**config.mk**
```make
export PLATFORM = sky130hd
export DESIGN_NAME = rlb_unit
export DESIGN_NICKNAME = d
export VERILOG_FILES = /design/src/rlb_pkg.sv /design/src/rlb_if.sv /design/src/rlb_decoder.sv /design/src/rlb_unit.sv
export SDC_FILE = /design/constraint.sdc
export NUM_CORES = 1
export LEC_CHECK = 0
export BUFFER_PORTS_ARGS = -buffer_cell sky130_fd_sc_hd__buf_2
export CAP_MARGIN = 30
export CORE_MARGIN = 4
export CORE_UTILIZATION = 50
export DETAILED_ROUTE_END_ITERATION = 16
export PLACE_DENSITY = 0.8
export SETUP_SLACK_MARGIN = 0.2
export SKIP_CTS_REPAIR_TIMING = 1
export SYNTH_ARGS = -nofsm -noshare
export SYNTH_HDL_FRONTEND = slang
export SYNTH_HIERARCHICAL = 1
export SYNTH_SLANG_ARGS = --single-unit
```
**constraint.sdc**
```tcl
create_clock -name core_clk -period 3.95 [get_ports core_clk]
set_input_delay 0.9875 -clock core_clk [delete_from_list [all_inputs] [get_ports core_clk]]
set_output_delay 0.9875 -clock core_clk [all_outputs]
set_load 0.02 [all_outputs]
```
**src/rlb_pkg.sv**
```systemverilog
/*
 package for the register loop branch unit: opcode codes, field positions,
 timing counts and the execution state type.
 assumes a 50 MHz core clock and a single synchronous reset.
*/
package rlb_pkg;
    // upper six opcode bits of each form
    localparam logic [5:0] OP_INC_REL = 6'h36;
    localparam logic [5:0] OP_INC_ABS = 6'h37;
    localparam logic [5:0] OP_DEC_REL = 6'h3e;
    localparam logic [5:0] OP_DEC_ABS = 6'h3f;
    localparam logic [5:0] OP_TST_REL = 6'h16;
    // field positions
    localparam int OPC_HI = 7;
    localparam int OPC_LO = 2;
    localparam int REG_HI = 1;
    localparam int IND_BIT = 7;
    // byte lengths of the two forms
    localparam logic [14:0] LEN_REL = 15'h0002;
    localparam logic [14:0] LEN_ABS = 15'h0003;
    // timing: three machine cycles of three clock periods each
    localparam int MC_COUNT = 3;
    localparam int PERIODS_PER_MC = 3;
    localparam int EXEC_PERIODS = MC_COUNT * PERIODS_PER_MC;
    localparam logic [3:0] EXEC_LAST = 4'(EXEC_PERIODS - 1);
    // execution states, gray along idle, run, done
    typedef enum logic [1:0] {
        RLB_IDLE = 2'b00,
        RLB_RUN = 2'b01,
        RLB_DONE = 2'b11
    } rlb_state_t;
    // operation classes
    typedef enum logic [1:0] {
        RLB_OP_INC = 2'b00,
        RLB_OP_DEC = 2'b01,
        RLB_OP_TST = 2'b10,
        RLB_OP_NONE = 2'b11
    } rlb_op_t;
endpackage

```
**src/rlb_if.sv**
```systemverilog
/*
 interface carrying the decode result from the decoder to the sequencer.
 assumes both ends sit in the core clock domain.
*/
`timescale 1ns/1ns
interface rlb_dec_if;
    import rlb_pkg::*;
    logic hit; // opcode belongs to this group
    rlb_op_t op; // operation class
    logic is_abs; // three-byte form
    logic [1:0] rsel; // selected register
    modport dec (output hit, output op, output is_abs, output rsel);
    modport seq (input hit, input op, input is_abs, input rsel);
endinterface

```
**src/rlb_decoder.sv**
```systemverilog
/*
 opcode decoder for the register loop branch group.
 assumes the opcode byte is stable while start is presented.
*/
`timescale 1ns/1ns
module rlb_decoder import rlb_pkg::*; (
    input wire logic [7:0] opcode,
    rlb_dec_if.dec dec
);
    // classify the upper six opcode bits
    always_comb begin
        dec.hit = 1'b1;
        dec.is_abs = 1'b0;
        dec.rsel = opcode[REG_HI:0];
        case (opcode[OPC_HI:OPC_LO])
            OP_INC_REL: dec.op = RLB_OP_INC;
            OP_INC_ABS: begin
                dec.op = RLB_OP_INC;
                dec.is_abs = 1'b1;
            end
            OP_DEC_REL: dec.op = RLB_OP_DEC;
            OP_DEC_ABS: begin
                dec.op = RLB_OP_DEC;
                dec.is_abs = 1'b1;
            end
            OP_TST_REL: dec.op = RLB_OP_TST;
            default: begin
                dec.op = RLB_OP_NONE;
                dec.hit = 1'b0;
            end
        endcase
    end
endmodule

```
**src/rlb_unit.sv**
```systemverilog
/*
 register loop branch unit: executes increment, decrement and test
 branches on a selected general register.
 assumes the fetch path presents the opcode, the address of its first byte
 and the already resolved effective address (direct or indirect) with a
 start pulse, and that the register file returns the selected register
 combinationally.
*/
`timescale 1ns/1ns
module rlb_unit import rlb_pkg::*; (
    core_clk,
    srst,
    start,
    opcode,
    ind_flag,
    instr_addr,
    eff_addr,
    reg_rdata,
    busy,
    reg_rsel,
    reg_we,
    reg_wsel,
    reg_wdata,
    iar_we,
    iar_wdata,
    taken,
    ind_req,
    done,
    illegal
);
    input wire logic core_clk; // 50 MHz clock
    input wire logic srst; // synchronous reset, high
    input wire logic start; // one-cycle instruction start
    input wire logic [7:0] opcode; // first instruction byte
    input wire logic ind_flag; // indirect bit of the second byte
    input wire logic [14:0] instr_addr; // address of first byte
    input wire logic [14:0] eff_addr; // resolved branch target
    input wire logic [7:0] reg_rdata; // selected register contents
    output logic busy; // instruction in progress
    output logic [1:0] reg_rsel; // register read select
    output logic reg_we; // register write strobe
    output logic [1:0] reg_wsel; // register write select
    output logic [7:0] reg_wdata; // register write value
    output logic iar_we; // address register load strobe
    output logic [14:0] iar_wdata; // next instruction address
    output logic taken; // branch taken, valid with done
    output logic ind_req; // indirect reference requested
    output logic done; // one-cycle completion
    output logic illegal; // start with foreign opcode

    rlb_dec_if dif ();

    // opcode classification
    rlb_decoder u_dec (
        .opcode(opcode),
        .dec(dif)
    );

    // wrapping update of the register value
    function automatic logic [7:0] upd_val(input rlb_op_t op,
                                           input logic [7:0] v);
        case (op)
            RLB_OP_INC: upd_val = v + 8'h01;
            RLB_OP_DEC: upd_val = v - 8'h01;
            default: upd_val = v;
        endcase
    endfunction

    rlb_state_t state_q, state_d; // sequencer state
    logic [3:0] cnt_q, cnt_d; // clock periods elapsed
    rlb_op_t op_q, op_d; // latched operation
    logic [1:0] rsel_q, rsel_d; // latched register
    logic [7:0] new_q, new_d; // updated register value
    logic take_q, take_d; // branch decision
    logic [14:0] nxt_q, nxt_d; // next instruction address
    logic ind_q, ind_d; // indirect latched
    logic done_q, done_d; // completion pulse
    logic we_q, we_d; // register write pulse
    logic iwe_q, iwe_d; // address load pulse
    logic ill_q, ill_d; // illegal start pulse
    logic [7:0] upd; // combinational update result
    logic [14:0] fall; // fall-through address

    assign upd = upd_val(dif.op, reg_rdata);
    assign fall = instr_addr + (dif.is_abs ? LEN_ABS : LEN_REL);

    // next-state logic of the sequencer
    always_comb begin
        state_d = state_q;
        cnt_d = cnt_q;
        op_d = op_q;
        rsel_d = rsel_q;
        new_d = new_q;
        take_d = take_q;
        nxt_d = nxt_q;
        ind_d = ind_q;
        done_d = 1'b0;
        we_d = 1'b0;
        iwe_d = 1'b0;
        ill_d = 1'b0;
        case (state_q)
            RLB_IDLE: begin
                if (start && dif.hit) begin
                    // capture operands and decide at once
                    op_d = dif.op;
                    rsel_d = dif.rsel;
                    new_d = upd;
                    take_d = (upd != 8'h00);
                    // target or fall-through
                    nxt_d = (upd != 8'h00) ? eff_addr : fall;
                    ind_d = ind_flag;
                    cnt_d = 4'h1;
                    state_d = RLB_RUN;
                end else if (start) begin
                    ill_d = 1'b1; // not our opcode
                end
            end
            RLB_RUN: begin
                // hold for the full instruction time
                cnt_d = cnt_q + 4'h1;
                // done lands in the ninth period counted from the start cycle
                if (cnt_q == EXEC_LAST) begin
                    state_d = RLB_DONE;
                    done_d = 1'b1;
                    // write back only for loop forms
                    we_d = (op_q != RLB_OP_TST);
                    iwe_d = 1'b1;
                end
            end
            RLB_DONE: begin
                state_d = RLB_IDLE;
                cnt_d = 4'h0;
                ind_d = 1'b0;
            end
            default: begin
                state_d = RLB_IDLE;
                cnt_d = 4'h0;
            end
        endcase
    end

    // register stage of the sequencer
    always_ff @(posedge core_clk) begin
        if (srst) begin
            state_q <= RLB_IDLE;
            cnt_q <= 4'h0;
            op_q <= RLB_OP_NONE;
            rsel_q <= 2'h0;
            new_q <= 8'h00;
            take_q <= 1'b0;
            nxt_q <= 15'h0000;
            ind_q <= 1'b0;
            done_q <= 1'b0;
            we_q <= 1'b0;
            iwe_q <= 1'b0;
            ill_q <= 1'b0;
        end else begin
            state_q <= state_d;
            cnt_q <= cnt_d;
            op_q <= op_d;
            rsel_q <= rsel_d;
            new_q <= new_d;
            take_q <= take_d;
            nxt_q <= nxt_d;
            ind_q <= ind_d;
            done_q <= done_d;
            we_q <= we_d;
            iwe_q <= iwe_d;
            ill_q <= ill_d;
        end
    end

    // outputs; no condition code or other register port exists
    assign busy = (state_q != RLB_IDLE);
    assign reg_rsel = dif.rsel;
    assign reg_we = we_q;
    assign reg_wsel = rsel_q;
    assign reg_wdata = new_q;
    assign iar_we = iwe_q;
    assign iar_wdata = nxt_q;
    assign taken = take_q;
    assign ind_req = ind_q;
    assign done = done_q;
    assign illegal = ill_q;
endmodule

```
==> run summary <==
Status = finished clean
Critical Path, Cell by Cell = buf_2 -> and3_4 -> nand2_1 -> nand2b_1 -> xnor2_1 -> ha_1 -> nand4b_1 -> nor4_1 -> a221oi_1 -> and3b_1 -> a31oi_1 -> o31ai_1
Synth cell types = 54
Reg2reg start = state_q[0]
Mean Syn Cell Area = 8.069 sq um
Fmax = 295.9 MHz
WP depth = 12
Register area share after synthesis = 0.3185
R2R setup slack = 1.93 ns
Drt via density = 5.900
Worst Path Max Fanout = 14
Site Rows = 24
CTS max path bufs = 2
Pre-antenna DRT Iters = 5
RePlAce Congestion = 0.8711
Total CTS buffers = 5
CP startpoint kind = input pin
Final wirelength = 6399 um
Worst-path clk slew = 0.07 ns
FFs w/ async S/R, synth = 0
Initial core utilization = 0.5338
Mapped Cells = 296
Die height = 77.12 um
Placement Setup Slack = 0.3466 ns
CP Capture Type = flip-flop
DP Wirelength = 4911 um
Worst slew margin = 0.4938
Yosys warns = 6
Count leader, synth = dfxtp_1
Clock sinks = 38
Post-route clock period utilization = 0.8555
Static Leak = 1.201 nW
Area added between synthesis and finish = 20.59%
WP data required = 4.14 ns
Mapped Nets = 351
Max Cap Viol = 0
CTS root buf = clkbuf_8
ANT nets after route = 0
GRT overflow = 0
GR Util met1 = 0.2835
Critical path class = in -> reg
RSZ-0062 raised after global routing = false
Worst hold path depth = 1
Post-synth EDFFs = 0
Initial antenna violation count = 0
CP Launch Point = opcode[4]
GR peak layer = met2
Setup violators final = 0
Die X = 77.12 um
WP data arrival = 3.57 ns
Top FF cell, synth = dfxtp_1
Vias in the first global route = 2184
DIE AREA = 5947 sq um
Synth area leader = dfxtp_1
Final hold viol count = 0
Num ports = 84
CP max stage delay = 0.56 ns
Setup Skew = 0.003950 ns
Main area contributors after synthesis = dfxtp_1 32%, o31ai_1 5.0%, nand2_1 4.6%
Crit-path leading delay family = simple AND/OR/NAND/NOR gates
Routed via count = 2466
Setup crit end = iar_wdata[7]
Clock Latency Late Sink = 0.29 ns
Core Area = 4474 sq um
CTS tree = yes
Commonest cells post-synth = 38 x dfxtp_1, 29 x nand2_1, 29 x nor2_1
Worst R2R Path Depth = 6
Fin worst setup slack = 0.5708 ns
Met2 usage = 0.3362
Buf/Inv on CP = 1
H-tree depth = 2
Reg2Reg Capture Point = iar_wdata[7]
Total GRT Usage = 0.2067
DR WL/cell = 15.31 um
Power Density = 297.4 nW/um^2
Synth Register Bits = 38
DR DRC count = 0
Top cell type's share of synthesized area = 0.3185
Slew @ Worst Pin = 0.7565 ns
ANT cells = 0
Worst path slowest cell = and3b_1
Final Critical Period = 3.379 ns
Layout net count = 420
Setup_tns = 0 ns
Post-Syn Area = 2389 sq um
Buffers on Ports = 83
Share of cells above drive strength 1 = 0.2951
Peak supply drop = 0.2088 mV
Pin count of the biggest net entering global routing = 29
Max Transition Viols Final = 0
Met3 Resource Use GR = 0.03044
First-pass GRT wire length = 10150 um
Worst hold path class = reg -> reg
Initial DRC Count = 247
[flip-flops by register name, indices dropped and copies added, names as in the netlist]
| signal | cells |
|---|---|
| ind_req | 1 |
| op_q | 2 |
| reg_we | 1 |
| cnt_q | 4 |
| taken | 1 |
| iar_we | 1 |
| iar_wdata | 15 |
| illegal | 1 |
| state_q | 2 |
| reg_wsel | 2 |
| reg_wdata | 8 |
[where the power goes]
| group | internal (mW) | switching [mW] |
|---|---|---|
| sequential | 0.390 | 0.00483 |
| combinational | 0.0557 | 0.0856 |
| clock | 0.186 | 0.134 |
| total | 0.632 | 0.225 |
[cells by family after synthesis]
group / share of synthesized area
simple gates: 0.3133
compound gates: 0.2059
flops: 0.3185
buf+inv: 0.06600
xor+xnor: 0.06600
fa+ha+maj: 0.02619
mux: 0.004191
[metal layers]
| metal | vias to the layer above | part of all wire |
|---|---|---|
| met2 | 111 | 0.47 |
| met5 | - | 0 |
| met1 | 1113 | 0.44 |
| li1 | 1231 | - |
| met3 | 11 | 0.079 |
| met4 | 0 | 0.015 |
[worst min-delay path by stage]
stage                        from       endpoint
global placement     iar_wdata[9]   iar_wdata[9]
detailed placement  iar_wdata[11]  iar_wdata[11]
finish                    op_q[1]         reg_we
global route              op_q[1]         reg_we
CTS                       op_q[1]         reg_we
floorplan                 op_q[1]         reg_we
[layout make-up]
type | instances | area, sq um
Sequential cell | 38 | 760.7
Tap cell | 52 | 65.06
Clock inverter | 3 | 40.04
Fill cell | 407 | 1594
Timing Repair Buffer | 88 | 452.9
Inverter | 6 | 22.52
Multi-Input combinational cell | 226 | 1470
Clock buffer | 5 | 68.82
[layout by cell type, fill, tap and decap left out, types with 5 or more instances in the layout]
cell	instances
buf_4	5
xnor2_1	11
nand2b_1	6
ha_1	5
buf_2	83
a21oi_1	10
a31oi_1	12
nand4_1	8
a211oi_1	8
o31ai_1	16
inv_1	6
clkbuf_8	5
xor2_1	7
and3_1	5
nor4_1	15
nand2_1	29
nand3_1	7
nor2_1	29
dfxtp_1	38
[through the flow]
stage	hold slack [ns]	instances	area, sq um	power, mW	util
after floorplan	0.4175	296	2389	0.4893	-
after global placement	0.4360	410	2771	0.5402	0.6194
after detailed placement	0.4434	410	2771	0.5430	0.6194
after CTS	0.4546	418	2880	0.8595	0.6437
after global routing	0.4697	418	2880	0.8905	0.6437
final	0.4503	418	2880	0.8567	0.6437
Note: power is estimated with default switching activity, not from simulation.
